File: src/hdl/cfg_load_pkg.sv
/*
  Shared constants for the byte-wide configuration loader: mode straps,
  preamble, timing counts and status byte layout.
  Assumes both ends run on the one configuration clock.
*/
package cfg_load_pkg;
  localparam logic [2:0] MODE_SYNC_PERIPH  = 3'h3;
  localparam logic [2:0] MODE_ASYNC_PERIPH = 3'h5;
  localparam logic [3:0] PREAMBLE_CODE     = 4'h2;
  localparam int         PREAMBLE_BITS     = 4;
  localparam int         LENGTH_BITS       = 24;
  localparam int         BYTE_BITS         = 8;
  localparam int         SYNC_BYTE_EDGES   = 8;
  localparam int         TAIL_EDGES        = 10;
  localparam int         ASYNC_LAST_SHIFT  = 7;
  localparam int         LAST_BIT_IDX      = 6;
  localparam int         STATUS_READY_POS  = 7;
  localparam logic [6:0] STATUS_LOW_BITS   = 7'h7F;
  localparam int         FIFO_DEPTH        = 8;
  localparam int         SAFE_WRITE_GAP    = 11;
  localparam logic [3:0] CNT_ZERO          = 4'h0;
endpackage

File: src/hdl/cfg_load_if.sv
/*
  Pin bundle between the configuration source and the loading device.
  Assumes the testbench resolves the bidirectional data bus and the
  weakly pulled handshake pin from the enables.
*/
`timescale 1ns/1ps
interface cfg_load_if;
  logic       write_strobe_n;
  logic       read_strobe_n;
  logic       select_active_low;
  logic       select_active_high;
  logic [7:0] data_from_src;
  logic [7:0] data_from_dev;
  logic       data_dev_oe;
  logic       handshake;
  logic       handshake_oe;
  logic       init_high;
  logic       chain_out;

  modport device (
    input  write_strobe_n, read_strobe_n, select_active_low, select_active_high, data_from_src, init_high,
    output data_from_dev, data_dev_oe, handshake, handshake_oe, chain_out
  );
  modport source (
    output write_strobe_n, read_strobe_n, select_active_low, select_active_high, data_from_src, init_high,
    input  data_from_dev, data_dev_oe, handshake, handshake_oe, chain_out
  );
endinterface

File: src/hdl/cfg_loader_dev.sv
/*
  Device end: peripheral-mode configuration loader with holding buffer,
  shift register, handshake pin, status read and serial chain output.
  Assumes all pins are synchronous to MCLK, which stands for the
  configuration clock; falling-edge output timing is modelled as a
  one-cycle pipeline stage.
*/
`timescale 1ns/1ps
// Behaviour
// [RL1] source gives byte every eighth edge
// [RL2] sync mode: one-cycle acknowledge per byte
// [RL3] source may ignore the acknowledge
// [RL4] serialize bytes, chain output delayed
// [RL5] source gives ten trailing clock edges
// [RL6] mode 011 selects synchronous peripheral
// [RL7] mode 101 selects asynchronous peripheral
// [RL8] async capture on write condition release
// [RL9] holding buffer feeds shift register
// [RL10] busy low on receipt, high on transfer
// [RL11] write held until ready one cycle
// [RL12] busy two cycles, up to nine
// [RL13] last byte: seven bits, hold bit 6
// [RL14] no polling only with long gaps
// [RL15] status read: ready on D7, rest high
// [RL16] start-up finishes within final write
// [RL17] handshake undriven before init high
// [RL18] stream starts preamble 0010, 24-bit count
module cfg_loader_dev (
  // clock and reset
  input  wire logic  MCLK,
  input  wire logic  SRST,
  // configuration pins
  cfg_load_if.device PINS,
  // mode straps
  input  wire logic  MODE_SELECT_HI,
  input  wire logic  MODE_SELECT_MID,
  input  wire logic  MODE_SELECT_LO,
  // user side
  input  wire logic  LAST_BYTE,
  output logic       SYNC_MODE,
  output logic       ASYNC_MODE,
  output logic       CFG_BIT,
  output logic       CFG_BIT_VALID,
  output logic       PREAMBLE_OK,
  output logic       LOAD_DONE
);
  typedef enum logic [1:0] {M_IDLE, M_SYNC, M_ASYNC, M_OFF} mode_t;

  mode_t      mode_r, mode_nxt;
  logic [7:0] hold_r, hold_nxt;
  logic       hold_full_r, hold_full_nxt;
  logic       hold_last_r, hold_last_nxt;
  logic [7:0] shift_r, shift_nxt;
  logic [3:0] shift_cnt_r, shift_cnt_nxt;
  logic [3:0] shift_len_r, shift_len_nxt;
  logic [2:0] edge_cnt_r, edge_cnt_nxt;
  logic       wr_act_r, wr_act_nxt;
  logic       hs_r, hs_nxt, hs_oe_r, hs_oe_nxt;
  logic       bit_r, bit_nxt, bit_v_r, bit_v_nxt;
  logic       chain_r, chain_nxt, chain_d_r, chain_d_nxt;
  logic [7:0] rd_r, rd_nxt;
  logic       rd_oe_r, rd_oe_nxt;
  logic [4:0] hdr_cnt_r, hdr_cnt_nxt;
  logic [3:0] pre_r, pre_nxt;
  logic       pre_ok_r, pre_ok_nxt;
  logic       done_r, done_nxt;
  logic       wr_cond, rd_cond, capture, shift_empty, last_shift, hdr_busy;

  assign PINS.handshake     = hs_r;
  assign PINS.handshake_oe  = hs_oe_r;
  assign PINS.chain_out     = chain_d_r;
  assign PINS.data_from_dev = rd_r;
  assign PINS.data_dev_oe   = rd_oe_r;
  assign SYNC_MODE          = (mode_r == M_SYNC);
  assign ASYNC_MODE         = (mode_r == M_ASYNC);
  assign CFG_BIT            = bit_r;
  assign CFG_BIT_VALID      = bit_v_r;
  assign PREAMBLE_OK        = pre_ok_r;
  assign LOAD_DONE          = done_r;

  always_comb begin
    wr_cond = !PINS.write_strobe_n && !PINS.select_active_low
              && PINS.read_strobe_n && PINS.select_active_high;
    rd_cond = PINS.write_strobe_n && !PINS.select_active_low
              && !PINS.read_strobe_n && PINS.select_active_high;
    shift_empty   = (shift_cnt_r == shift_len_r);
    last_shift    = (shift_len_r == 4'(cfg_load_pkg::ASYNC_LAST_SHIFT));
    hdr_busy      = (hdr_cnt_r < 5'(cfg_load_pkg::PREAMBLE_BITS + cfg_load_pkg::LENGTH_BITS));
    mode_nxt      = mode_r;
    hold_nxt      = hold_r;
    hold_full_nxt = hold_full_r;
    hold_last_nxt = hold_last_r;
    shift_nxt     = shift_r;
    shift_cnt_nxt = shift_cnt_r;
    shift_len_nxt = shift_len_r;
    edge_cnt_nxt  = edge_cnt_r;
    wr_act_nxt    = wr_cond;
    hs_oe_nxt     = hs_oe_r;
    hs_nxt        = hs_r;
    bit_nxt       = bit_r;
    bit_v_nxt     = 1'b0;
    chain_nxt     = chain_r;
    chain_d_nxt   = chain_r;
    rd_oe_nxt     = 1'b0;
    rd_nxt        = 8'h00;
    hdr_cnt_nxt   = hdr_cnt_r;
    pre_nxt       = pre_r;
    pre_ok_nxt    = pre_ok_r;
    done_nxt      = done_r;
    capture       = 1'b0;

    // straps are sampled once init is released
    if (mode_r == M_IDLE && PINS.init_high) begin
      unique case ({MODE_SELECT_HI, MODE_SELECT_MID, MODE_SELECT_LO})
        cfg_load_pkg::MODE_SYNC_PERIPH: begin
          // no stale high before the first acknowledge
          mode_nxt = M_SYNC; // RL6
          hs_nxt   = 1'b0;   // RL2
        end
        cfg_load_pkg::MODE_ASYNC_PERIPH: mode_nxt = M_ASYNC; // RL7
        default:                         mode_nxt = M_OFF;
      endcase
    end
    hs_oe_nxt = PINS.init_high; // RL17

    unique case (mode_r)
      M_SYNC: begin
        // byte taken on every eighth edge, acknowledge for one cycle
        edge_cnt_nxt = edge_cnt_r + 3'h1;
        capture      = (edge_cnt_r == 3'h0) && !done_r; // RL1
        hs_nxt       = capture; // RL2
        if (capture) begin
          hold_nxt      = PINS.data_from_src;
          hold_full_nxt = 1'b1;
          hold_last_nxt = LAST_BYTE;
        end
      end
      M_ASYNC: begin
        // trailing edge of the write condition
        capture = wr_act_r && !wr_cond && !hold_full_r; // RL8
        if (capture) begin
          hold_nxt      = PINS.data_from_src;
          hold_full_nxt = 1'b1;
          hold_last_nxt = LAST_BYTE;
        end
      end
      default: begin
      end
    endcase

    // serializer: lsb first, so a cut last byte rests on its bit 6
    if (!shift_empty) begin
      bit_nxt       = shift_r[0];
      bit_v_nxt     = 1'b1;
      shift_nxt     = {1'b1, shift_r[7:1]};
      shift_cnt_nxt = shift_cnt_r + 4'h1; // RL9
      // header and the final async byte are forwarded, frames are not
      chain_nxt     = (hdr_busy || last_shift) ? shift_r[0] : 1'b1; // RL4 RL13
      if (hdr_busy) begin
        hdr_cnt_nxt = hdr_cnt_r + 5'h1;
      end
      if (hdr_cnt_r < 5'(cfg_load_pkg::PREAMBLE_BITS)) begin
        pre_nxt = {pre_r[2:0], shift_r[0]};
      end
      if (hdr_cnt_r == 5'(cfg_load_pkg::PREAMBLE_BITS)) begin
        pre_ok_nxt = (pre_r == cfg_load_pkg::PREAMBLE_CODE); // RL18
      end
    end
    // reload on the last bit, else sync bytes eight edges apart overrun
    if (hold_full_r && (shift_empty || (shift_cnt_r + 4'h1) == shift_len_r)) begin
      shift_nxt     = hold_r;
      shift_cnt_nxt = cfg_load_pkg::CNT_ZERO;
      shift_len_nxt = (hold_last_r && mode_r == M_ASYNC) ? 4'(cfg_load_pkg::ASYNC_LAST_SHIFT)
                                                         : 4'(cfg_load_pkg::BYTE_BITS); // RL13
      hold_full_nxt = capture; // RL9
      done_nxt      = hold_last_r; // RL16
    end
    if (mode_r == M_ASYNC) begin
      // ready only a cycle after the move: busy lasts two periods at least
      hs_nxt = !hold_full_r && !hold_full_nxt; // RL10 RL12
      if (rd_cond) begin
        rd_oe_nxt = 1'b1;
        rd_nxt    = {hs_nxt, cfg_load_pkg::STATUS_LOW_BITS}; // RL15
      end
    end
  end

  always_ff @(posedge MCLK) begin
    if (SRST) begin
      mode_r      <= M_IDLE;
      hold_r      <= 8'h00;
      hold_full_r <= 1'b0;
      hold_last_r <= 1'b0;
      shift_r     <= 8'hFF;
      shift_cnt_r <= 4'h8;
      shift_len_r <= 4'h8;
      edge_cnt_r  <= 3'h0;
      wr_act_r    <= 1'b0;
      hs_r        <= 1'b1;
      hs_oe_r     <= 1'b0;
      bit_r       <= 1'b1;
      bit_v_r     <= 1'b0;
      chain_r     <= 1'b1;
      chain_d_r   <= 1'b1;
      rd_r        <= 8'h00;
      rd_oe_r     <= 1'b0;
      hdr_cnt_r   <= 5'h00;
      pre_r       <= 4'h0;
      pre_ok_r    <= 1'b0;
      done_r      <= 1'b0;
    end else begin
      mode_r      <= mode_nxt;
      hold_r      <= hold_nxt;
      hold_full_r <= hold_full_nxt;
      hold_last_r <= hold_last_nxt;
      shift_r     <= shift_nxt;
      shift_cnt_r <= shift_cnt_nxt;
      shift_len_r <= shift_len_nxt;
      edge_cnt_r  <= edge_cnt_nxt;
      wr_act_r    <= wr_act_nxt;
      hs_r        <= hs_nxt;
      hs_oe_r     <= hs_oe_nxt;
      bit_r       <= bit_nxt;
      bit_v_r     <= bit_v_nxt;
      chain_r     <= chain_nxt;
      chain_d_r   <= chain_d_nxt;
      rd_r        <= rd_nxt;
      rd_oe_r     <= rd_oe_nxt;
      hdr_cnt_r   <= hdr_cnt_nxt;
      pre_r       <= pre_nxt;
      pre_ok_r    <= pre_ok_nxt;
      done_r      <= done_nxt;
    end
  end
endmodule

File: src/flat_wrapper.sv
// flat-port wrapper written by rule: the top's interface ports become plain ports
module cfg_loader_dev_flat 
  (MCLK, SRST, MODE_SELECT_HI, MODE_SELECT_MID, MODE_SELECT_LO, LAST_BYTE, SYNC_MODE, ASYNC_MODE, CFG_BIT, CFG_BIT_VALID, PREAMBLE_OK, LOAD_DONE, PINS_write_strobe_n, PINS_read_strobe_n, PINS_select_active_low, PINS_select_active_high, PINS_data_from_src, PINS_init_high, PINS_data_from_dev, PINS_data_dev_oe, PINS_handshake, PINS_handshake_oe, PINS_chain_out);
  cfg_load_if PINS_i ();
  input  wire logic MCLK;
  input  wire logic SRST;
  input  wire logic MODE_SELECT_HI;
  input  wire logic MODE_SELECT_MID;
  input  wire logic MODE_SELECT_LO;
  input  wire logic LAST_BYTE;
  output logic SYNC_MODE;
  output logic ASYNC_MODE;
  output logic CFG_BIT;
  output logic CFG_BIT_VALID;
  output logic PREAMBLE_OK;
  output logic LOAD_DONE;
  input wire logic [$bits(PINS_i.write_strobe_n)-1:0] PINS_write_strobe_n;
  input wire logic [$bits(PINS_i.read_strobe_n)-1:0] PINS_read_strobe_n;
  input wire logic [$bits(PINS_i.select_active_low)-1:0] PINS_select_active_low;
  input wire logic [$bits(PINS_i.select_active_high)-1:0] PINS_select_active_high;
  input wire logic [$bits(PINS_i.data_from_src)-1:0] PINS_data_from_src;
  input wire logic [$bits(PINS_i.init_high)-1:0] PINS_init_high;
  output wire logic [$bits(PINS_i.data_from_dev)-1:0] PINS_data_from_dev;
  output wire logic [$bits(PINS_i.data_dev_oe)-1:0] PINS_data_dev_oe;
  output wire logic [$bits(PINS_i.handshake)-1:0] PINS_handshake;
  output wire logic [$bits(PINS_i.handshake_oe)-1:0] PINS_handshake_oe;
  output wire logic [$bits(PINS_i.chain_out)-1:0] PINS_chain_out;
  assign PINS_i.write_strobe_n = PINS_write_strobe_n;
  assign PINS_i.read_strobe_n = PINS_read_strobe_n;
  assign PINS_i.select_active_low = PINS_select_active_low;
  assign PINS_i.select_active_high = PINS_select_active_high;
  assign PINS_i.data_from_src = PINS_data_from_src;
  assign PINS_i.init_high = PINS_init_high;
  assign PINS_data_from_dev = PINS_i.data_from_dev;
  assign PINS_data_dev_oe = PINS_i.data_dev_oe;
  assign PINS_handshake = PINS_i.handshake;
  assign PINS_handshake_oe = PINS_i.handshake_oe;
  assign PINS_chain_out = PINS_i.chain_out;
  cfg_loader_dev u_core (.MCLK(MCLK), .SRST(SRST), .PINS(PINS_i), .MODE_SELECT_HI(MODE_SELECT_HI), .MODE_SELECT_MID(MODE_SELECT_MID), .MODE_SELECT_LO(MODE_SELECT_LO), .LAST_BYTE(LAST_BYTE), .SYNC_MODE(SYNC_MODE), .ASYNC_MODE(ASYNC_MODE), .CFG_BIT(CFG_BIT), .CFG_BIT_VALID(CFG_BIT_VALID), .PREAMBLE_OK(PREAMBLE_OK), .LOAD_DONE(LOAD_DONE));
endmodule
File: config.mk
export PLATFORM = sky130hd
export DESIGN_NAME = cfg_loader_dev_flat
export DESIGN_NICKNAME = d
export VERILOG_FILES = /design/src/hdl/cfg_load_pkg.sv /design/src/hdl/cfg_load_if.sv /design/src/hdl/cfg_loader_dev.sv /design/src/flat_wrapper.sv
export SDC_FILE = /design/constraint.sdc
export NUM_CORES = 1
export LEC_CHECK = 0
export BUFFER_PORTS_ARGS = -buffer_cell sky130_fd_sc_hd__buf_4
export CORE_ASPECT_RATIO = 0.8
export CORE_UTILIZATION = 35
export DETAILED_ROUTE_END_ITERATION = 8
export SLEW_MARGIN = 20
export SYNTH_ARGS = -nofsm -noshare
export SYNTH_HDL_FRONTEND = slang
export SYNTH_SLANG_ARGS = --single-unit
File: constraint.sdc
create_clock -name MCLK -period 2.3 [get_ports MCLK]
set_input_delay 0.345 -clock MCLK [delete_from_list [all_inputs] [get_ports MCLK]]
set_output_delay 0.345 -clock MCLK [all_outputs]
set_load 0.05 [all_outputs]
-- Yosys cells after proc, flatten, opt, wreduce, memory -nomap -nowiden
Cells that the tools add are included.
- magnitude comparators: 2
- add/sub/neg operators: 3
- reduce and logical (&&, ||, !) cells: 35
- mux-type cells: 25
- bitwise logic cells: 3
- equal/unequal tests: 12
- operators by type and width (operator ; number):
    $mux W8 ; 4
    $pmux W8 S2 ; 1
    $logic_and A1 B1 Y1 ; 13
    $mux W1 ; 12
    $mux W4 ; 3
    $eq A4 B4 Y1 ; 2
    $reduce_and A2 Y1 ; 4
    $logic_not A1 Y1 ; 7
    $mux W7 ; 1
    $pmux W1 S2 ; 3
    $reduce_bool A3 Y1 ; 2
    $add A5 B1 Y5 const B ; 1
    $eq A5 B3 Y1 const B ; 1
    $lt A5 B3 Y1 const B ; 1
    $lt A5 B5 Y1 const B ; 1
    $add A4 B1 Y4 const B ; 1
    $eq A4 B2 Y1 const B ; 1
    $eq A4 B3 Y1 const B ; 1
    $ne A2 B1 Y1 const B ; 2
    $pmux W2 S2 ; 1
    $reduce_or A2 Y1 ; 2
    $add A3 B1 Y3 const B ; 1
    $eq A3 B2 Y1 const B ; 1
    $eq A3 B3 Y1 const B ; 1
    other kinds (10) ; 13
- word-level logic and storage cells: 103
- register bits after elaboration: 58
- output and inout port bits: 18
- input port bits: 19

-- Logic depth before layout (Yosys ltp)
Gate-level depths: netlist of run 1.
- depth after elaboration: 13
- gate-level depth with buffers: 6
- depth with buffers taken out: 6

-- Least setup slack after synthesis of run 1
No wires, ideal clock.
- kind: register -> register
- start point: register u_core.shift_cnt_r[0]
- end point: register u_core.shift_len_r[2]
- stages on the path, launching flop included: 7
- period minus slack after synthesis: 1.963 ns
- setup slack: 0.337 ns
- arrival time: 1.831 ns
- library setup time: 0.132 ns
- path buffers: 1
- required time: 2.168 ns
- cells stage by stage: dfxtp_1 ha_1 xor2_1 mux2i_1 clkbuf_1 nor3_1 or3b_2
- cells in the longest elaborated chain, start to end: 4
- elaborated cells on any way between the ends: 5
- classes of those cells: 1 x add/sub; 2 x eq/ne; 2 x reduce/logical
- ends and longest elaborated chain (item ; line ; text):
    start, declared ; cfg_loader_dev.sv:54 ; logic [3:0] shift_cnt_r, shift_cnt_nxt;
    start signal, assigned ; cfg_loader_dev.sv:217 ; shift_cnt_r <= shift_cnt_nxt;
    $add A4 B1 Y4 ; cfg_loader_dev.sv:170 ; if (hold_full_r && (shift_empty || (shift_cnt_r + 4'h1) == shift_len_r)) begin
    $eq A4 B4 Y1 ; cfg_loader_dev.sv:170 ;
    $logic_or A1 B1 Y1 (*) ; cfg_loader_dev.sv:170 ;
    $logic_and A1 B1 Y1 (*) ; cfg_loader_dev.sv:170 ;
    end signal, assigned ; cfg_loader_dev.sv:218 ; shift_len_r <= shift_len_nxt;
    end, declared ; cfg_loader_dev.sv:55 ; logic [3:0] shift_len_r, shift_len_nxt;
Every way passes the cells marked *; elsewhere a longest branch is shown, timed or not.
A chain may end at the register's enable or synchronous reset.

-- Final worst setup path of run 1
Same ends and word-level chain as after synthesis.

==> results.md, run 1 <==
* Status: complete, no violations
* Max-cap viol count at 0
* Worst endpoint required time at 2480 ps
* Final Skew at between 7 and 8 ps
* Commonest non-fill, non-tap cell in the layout: dfxtp_1
* Resize count post-CTS at 0
* Iter 0 DRT Violations at between 100 and 150
* Most frequent cells in the layout: 49 x dfxtp_1, 46 x buf_4, 21 x nand2_1
* Post-synth EDFFs at 0
* Slew HR at between 50 and 60%
* Placed Instance Area at around 0.0027 mm2
* GP Congestion at 0.752
* Fmax at ~500 MHz
* Worst-Margin Slew at 604 ps
* CTS H-Tree Depth at 2
* Gr usage total at approximately 16%
* Syn Nets at 304
* Final period utilization at just under 90%
* Grt ovf at 0
* Clock share of power at 19.8%
* Post-placement cell count at 383
* Sw Ratio at 37.0%
* Crit path kind: flip-flop to flip-flop
* Worst Setup End Kind: flip-flop
* Comb power frac at 36.4%
* Clock Latency Late Sink at ~300 ps
* First-pass GRT wire length at slightly above 9000 um
* PD cells at ~880 mW/mm2
* Post-route DRC at 0
* Antenna diodes at 0
* Root Buffer: clkbuf_8
* Synth unique cells at 51
* Finished layout cell area at about 0.0028 mm2
* Vias in the first global route at between 2000 and 2500
* Gate Count Post-Synth at around 280
* Post-route worst setup slack at 274 ps
* Synth Warn # at 0
* Max FO, Critical Path at 7
* Avg Cell Area, Syn at around 8.7 um2
* Drt first pass iters at 4
* Via count at 2109
* Leakage Power at approximately 1.1 nW
* Ratio of cells with drive above 1 in the final layout at 19.5%
* Vias/cell at roughly 5.4
* Net Sw Power at 0.000923 W
* Port Buffers at 36
* Pint at 0.00157 W
* Final min period at 2030 ps
* Sequential Power Share at between 40% and 50%
* Area occupied by multi-input gates at 0.00128 mm2
* Worst-path clk slew at 90 ps
* Unrepaired setup endpoints after global routing: no
* Die X at between 90 and 100 um
* Seq cells post-synth at 49
* Final wirelength at 5460 um
* CTS buffer count at 5
* Largest net degree at the start of global routing at 35
* FFs w/ async S/R, synth at 0%
* TritonCTS clock tree: done
* Post-route setup TNS at 0 ps
* DP Worst Slack at 302 ps
* Filler cell count at approximately 670
* WL/cell at 14.0 um
* Register area share after synthesis at 40.5%
* Initial antenna violation count at 0
* Routed Antenna Nets at 0
* HPWL Detailed at approximately 3800 um
* Postcts setup bufs at 0
* Worst Setup Start Kind: flip-flop
* Cell Area, Synth at 0.00242 mm2
* HP Class: primary input to flip-flop
* Die area at just over 0.007 mm2
* Final setup viols at 0
* TritonCTS Sinks at 49
* Nets at 332
* Slew Limit Fails at 0
* Peak VDD IR at about 0.40 mV
* CTS Hold Bufs at 0
* Row count at 26
* Core ar. at between 0.006 and 0.007 mm2
* Die Ht at 76.4 um
* Area Overhead vs Synth at 16.8%
* Reg area at 981 um2
* Synth Flop Type: dfxtp_1
* Final hold violation count at 0
* CTS Buffer Depth at 2
* Initial Util at 37.1%
* Final core occ at 43.3%
* Post-route insts no fill at 391
* I/O Pins at 37
* CP arrival at 2210 ps
cell usage after synthesis, types with 3 or more instances:
| master | n | area share, % |
|---|---|---|
| buf_2 | 4 | 0.83 |
| clkbuf_1 | 10 | 1.5 |
| dfxtp_1 | 49 | 40 |
| mux2i_1 | 7 | 2.9 |
| inv_1 | 10 | 1.5 |
| o21ai_0 | 15 | 3.1 |
| o32ai_1 | 3 | 1.1 |
| a221oi_1 | 7 | 2.5 |
| o311ai_0 | 9 | 3.3 |
| buf_1 | 4 | 0.62 |
| ha_1 | 7 | 3.6 |
| nand2b_1 | 3 | 0.77 |
| buf_4 | 7 | 2.2 |
| nor3_1 | 7 | 1.4 |
| o211ai_1 | 7 | 2.2 |
| nor2_1 | 13 | 2.0 |
| a211oi_1 | 6 | 1.9 |
| nor4_1 | 3 | 0.77 |
| nand2_1 | 21 | 3.3 |
| nand3_1 | 16 | 3.3 |
| a21oi_1 | 19 | 3.9 |
| nor2b_1 | 10 | 2.6 |
| nor3b_1 | 4 | 1.2 |
layer usage:
layer / routed length, um / up-vias / GRT usage (%) / part of all wire (%)
met3: 225 / 4 / 3.49 / 4.1
met4: 40 / 0 / 4.55 / 0.73
li1: - / 1075 / - / -
met2: 2350 / 47 / 24.2 / 43
met5: 0 / - / 0 / 0
met1: 2840 / 983 / 23.0 / 52
layout make-up:
cell class	instances	share of cell area (%)
inverters	11	1.46
well taps	84	3.71
clock inverters	2	0.354
flip-flops and latches	49	34.6
multi-input cells	193	45.1
repair buffers	46	12.2
clock buffers	6	2.56
flip-flops by register name, summed over array words and instances (netlist names):
| signal | count |
|---|---|
| u_core.hold_r | 8 |
| u_core.shift_r | 8 |
| u_core.hdr_cnt_r | 5 |
| u_core.pre_r | 4 |
| u_core.shift_cnt_r | 4 |
| u_core.edge_cnt_r | 3 |
| u_core.PINS.data_from_dev | 2 |
| u_core.mode_r | 2 |
| u_core.shift_len_r | 2 |
| u_core.CFG_BIT | 1 |
| u_core.CFG_BIT_VALID | 1 |
| u_core.LOAD_DONE | 1 |
| u_core.PINS.chain_out | 1 |
| u_core.PINS.handshake | 1 |
| u_core.PINS.handshake_oe | 1 |
| u_core.PREAMBLE_OK | 1 |
| u_core.chain_d_nxt | 1 |
| u_core.hold_full_r | 1 |
| u_core.hold_last_r | 1 |
| u_core.wr_act_r | 1 |
kinds of logic after synthesis:
logic type                 after synthesis  synth area share, %
muxes                                    7                 2.89
and+or+nand+nor                         92                 20.3
xor gates and xnor gates                 5                 2.12
adders and majority gates                7                 3.61
DFF                                     49                 40.5
buffers and inverters                   36                 6.87
AOI/OAI and AO/OA                       82                 23.7
power groups by stage:
stage          clock network [W]  logic (W)  registers [W]
3_5_place_dp                   0   0.000902        0.00111
2_1_floorplan                  0   0.000619        0.00114
5_1_grt                 0.000547    0.00101        0.00111
6_report                0.000493   0.000908        0.00109
4_1_cts                 0.000511   0.000908        0.00109
3_3_place_gp                   0   0.000888        0.00112
critical path: stages (launching register included):
cell	delay, ps
dfxtp_1	440
ha_1	190
xor2_1	210
mux2i_1	470
nor3_1	120
or3b_2	480
per-stage QoR:
step / hold slack, ps / power (W)
after floorplan: 418 / 0.00176
after global placement: 435 / 0.00200
after detailed placement: 444 / 0.00201
after CTS: 224 / 0.00251
after global routing: 235 / 0.00267
final: 231 / 0.00250
final timing paths:
path                                                    startpoint                                 endpoint  depth (start not counted)  slack, ps
worst min-delay path                            PINS_read_strobe_n  u_core.PINS.data_from_dev[5]$_SDFF_PP0_                          2        230
worst min register to register     u_core.chain_d_nxt$_SDFFE_PP1P_         u_core.PINS.chain_out$_SDFF_PP1_                          1        460
worst max register to register  u_core.shift_cnt_r[0]$_SDFFE_PP0P_       u_core.shift_len_r[2]$_SDFFE_PP0N_                          5        270
worst max-delay path            u_core.shift_cnt_r[0]$_SDFFE_PP0P_       u_core.shift_len_r[2]$_SDFFE_PP0N_                          5        270
No activity file was read; power rests on OpenSTA's default activity.
==> inputs of run 2 (changes only) <==
CELL_PAD_IN_SITES_DETAIL_PLACEMENT = 0   (was not set)
CELL_PAD_IN_SITES_GLOBAL_PLACEMENT = 1   (was not set)
PLACE_DENSITY_LB_ADDON = 0.1   (was not set)
==> run 2 against run 1 <==
  * Critical path depth unchanged
  * Die area unchanged
  * First-iteration DRC count down 15%
  * Hold slack better by 3.2 ps
  * Flip-flop and latch count unchanged
  * Cell count unchanged
  * Highest routed layer unchanged
  * Largest power group unchanged
  * Power up 6.1%
  * Combinational power about the same
==> results.md, run 2 (synthesized netlist as in run 1, its figures left out) <==
* Final min period at roughly 2100 ps
* Die area at 0.00726 mm2
* Commonest non-fill, non-tap cell in the layout: dfxtp_1
* Final hold violation count at 0
* Peak VDD IR at around 0.34 mV
* Net Sw Power at 0.000934 W
* Largest net degree at the start of global routing at 32
* Post-route DRC at 0
* CTS Hold Bufs at 0
* Most frequent cells in the layout: 49 x dfxtp_1, 46 x buf_4, 21 x nand2_1
* Core ar. at 0.00654 mm2
* Clock Latency Late Sink at 300 ps
* Die Ht at ~76 um
* Worst-path clk slew at 90 ps
* Final Skew at 10.7 ps
* PD cells at 923 mW/mm2
* Area Overhead vs Synth at 18.4%
* First-pass GRT wire length at between 9000 and 10000 um
* Vias in the first global route at 1996
* Post-route setup TNS at 0 ps
* Comb power frac at 34.3%
* CP arrival at approximately 2200 ps
* Grt ovf at 0
* Wl on met1 at 2990 um
* Max-cap viol count at 0
* Worst endpoint required time at roughly 2500 ps
* Sw Ratio at 35.3%
* Crit path kind: flip-flop to flip-flop
* Sequential Power Share at about two fifths
* Worst reg2reg path depth at 5
* Routed Antenna Nets at 0
* Worst reg2reg path endpoint: u_core.shift_len_r[2]$_SDFFE_PP0N_
* Unrepaired setup endpoints after global routing: no
* Hold path start: PINS_read_strobe_n
* Placed Instance Area at 0.00275 mm2
* Root Buffer: clkbuf_8
* Max FO, Critical Path at 7
* CTS H-Tree Depth at 2
* Pint at 0.00171 W
* Via count at approximately 2100
* TritonCTS Sinks at 49
* I/O Pins at 37
* Port Buffers at 36
* Iter 0 DRT Violations at 98
* Final setup viols at 0
* Antenna diodes at 0
* Row count at 26
* Final period utilization at approximately 90%
* Min-Delay Path Depth at 2
* Gr usage total at 16.9%
* Initial Util at 37.1%
* CTS Buffer Depth at 2
* DR top layer: met4
* Nets at 332
* WL/cell at between 10 and 15 um
* Ratio of cells with drive above 1 in the final layout at 19.9%
* Flop2flop setup slack at 230 ps
* HP Class: primary input to flip-flop
* Vias/cell at around 5.3
* Worst Setup End Kind: flip-flop
* Total power at between 0.002 and 0.003 W
* Critical path startpoint: u_core.shift_cnt_r[0]$_SDFFE_PP0P_
* Reg2reg start: u_core.shift_cnt_r[0]$_SDFFE_PP0P_
* Met3 Wirelength at approximately 190 um
* Slew Limit Fails at 0
* Status: complete, no violations
* GP Congestion at 0.743
* Fmax at ~480 MHz
* TritonCTS clock tree: done
* Finished layout cell area at 0.00287 mm2
* Worst Setup Start Kind: flip-flop
* HPWL Detailed at around 3900 um
* CTS buffer count at 5
* Final wirelength at 5700 um
* Worst-Margin Slew at 596 ps
* Drt first pass iters at 4
* Filler cell count at about 660
* Met2 Wirelength at about 2500 um
* Die X at around 95 um
* Hold EP: u_core.PINS.data_from_dev[5]$_SDFF_PP0_
* Slew HR at roughly three fifths
* Leakage Power at 1.09 nW
* Clock share of power at 24.2%
* Biggest regs: u_core.hold_r (8), u_core.shift_r (8), u_core.hdr_cnt_r (5)
* Initial antenna violation count at 0
## run 2: cell types whose count changed in the layout (fill, tap and decap cells not counted), sizes merged
cell,change
bufinv,+1
clkbuf,+1
clkinv,-2
## run 2: through the flow
stage          setup WS [ps]  instances  hold WS [ps]  util (%)
3_3_place_gp             280        383           446      42.0
3_5_place_dp             197        383           445      42.0
2_1_floorplan            337        278           418         -
4_1_cts                  163        391           226      43.8
5_1_grt                 82.9        391           228      43.9
6_report                 231        391           235      43.9
## run 2: worst max-delay path: stages (launching register included)
cell,delay (ps)
dfxtp_1,440
ha_1,200
xor2_1,260
mux2i_2,440
nor3_1,110
or3b_2,490
## run 2: layout make-up
cell class                 count  area, um2  area share (%)
tap                           84        105            3.66
multi-input combinational    193       1280            44.6
sequential                    49        981            34.2
timing repair buffer          46        345            12.0
inverter                      11       41.3            1.44
clock inverter                 1       30.0            1.05
clock buffer                   7       86.3            3.01
## run 2: worst max-delay path by stage
stage | end | slack, ps | depth (start not counted)
floorplan | u_core.shift_len_r[2]$_SDFFE_PP0N_ | 340 | 6
global placement | u_core.shift_len_r[2]$_SDFFE_PP0N_ | 280 | 5
detailed placement | u_core.shift_len_r[2]$_SDFFE_PP0N_ | 200 | 5
CTS | u_core.shift_len_r[2]$_SDFFE_PP0N_ | 160 | 5
global route | u_core.shift_cnt_r[2]$_SDFFE_PP0P_ | 80 | 5
finish | u_core.shift_len_r[2]$_SDFFE_PP0N_ | 230 | 5
## run 2: power groups by stage
stage / combinational [W] / sequential (W) / clock [W]
6_report: 0.000908 / 0.00110 / 0.000642
4_1_cts: 0.000910 / 0.00110 / 0.000663
3_5_place_dp: 0.000905 / 0.00112 / 0
2_1_floorplan: 0.000619 / 0.00114 / 0
3_3_place_gp: 0.000901 / 0.00112 / 0
5_1_grt: 0.00101 / 0.00112 / 0.000699
## run 2: metal layers
layer	vias to the layer above	track usage, %
met3	2	2.99
met5	-	0
met2	34	27.1
li1	1081	-
met1	974	23.5
met4	0	3.64
## run 2: timing repair
action | CTS | global route
buffers inserted | 0 | 0
resized for setup | 0 | 1
setup endpoints to repair | 0 | 5
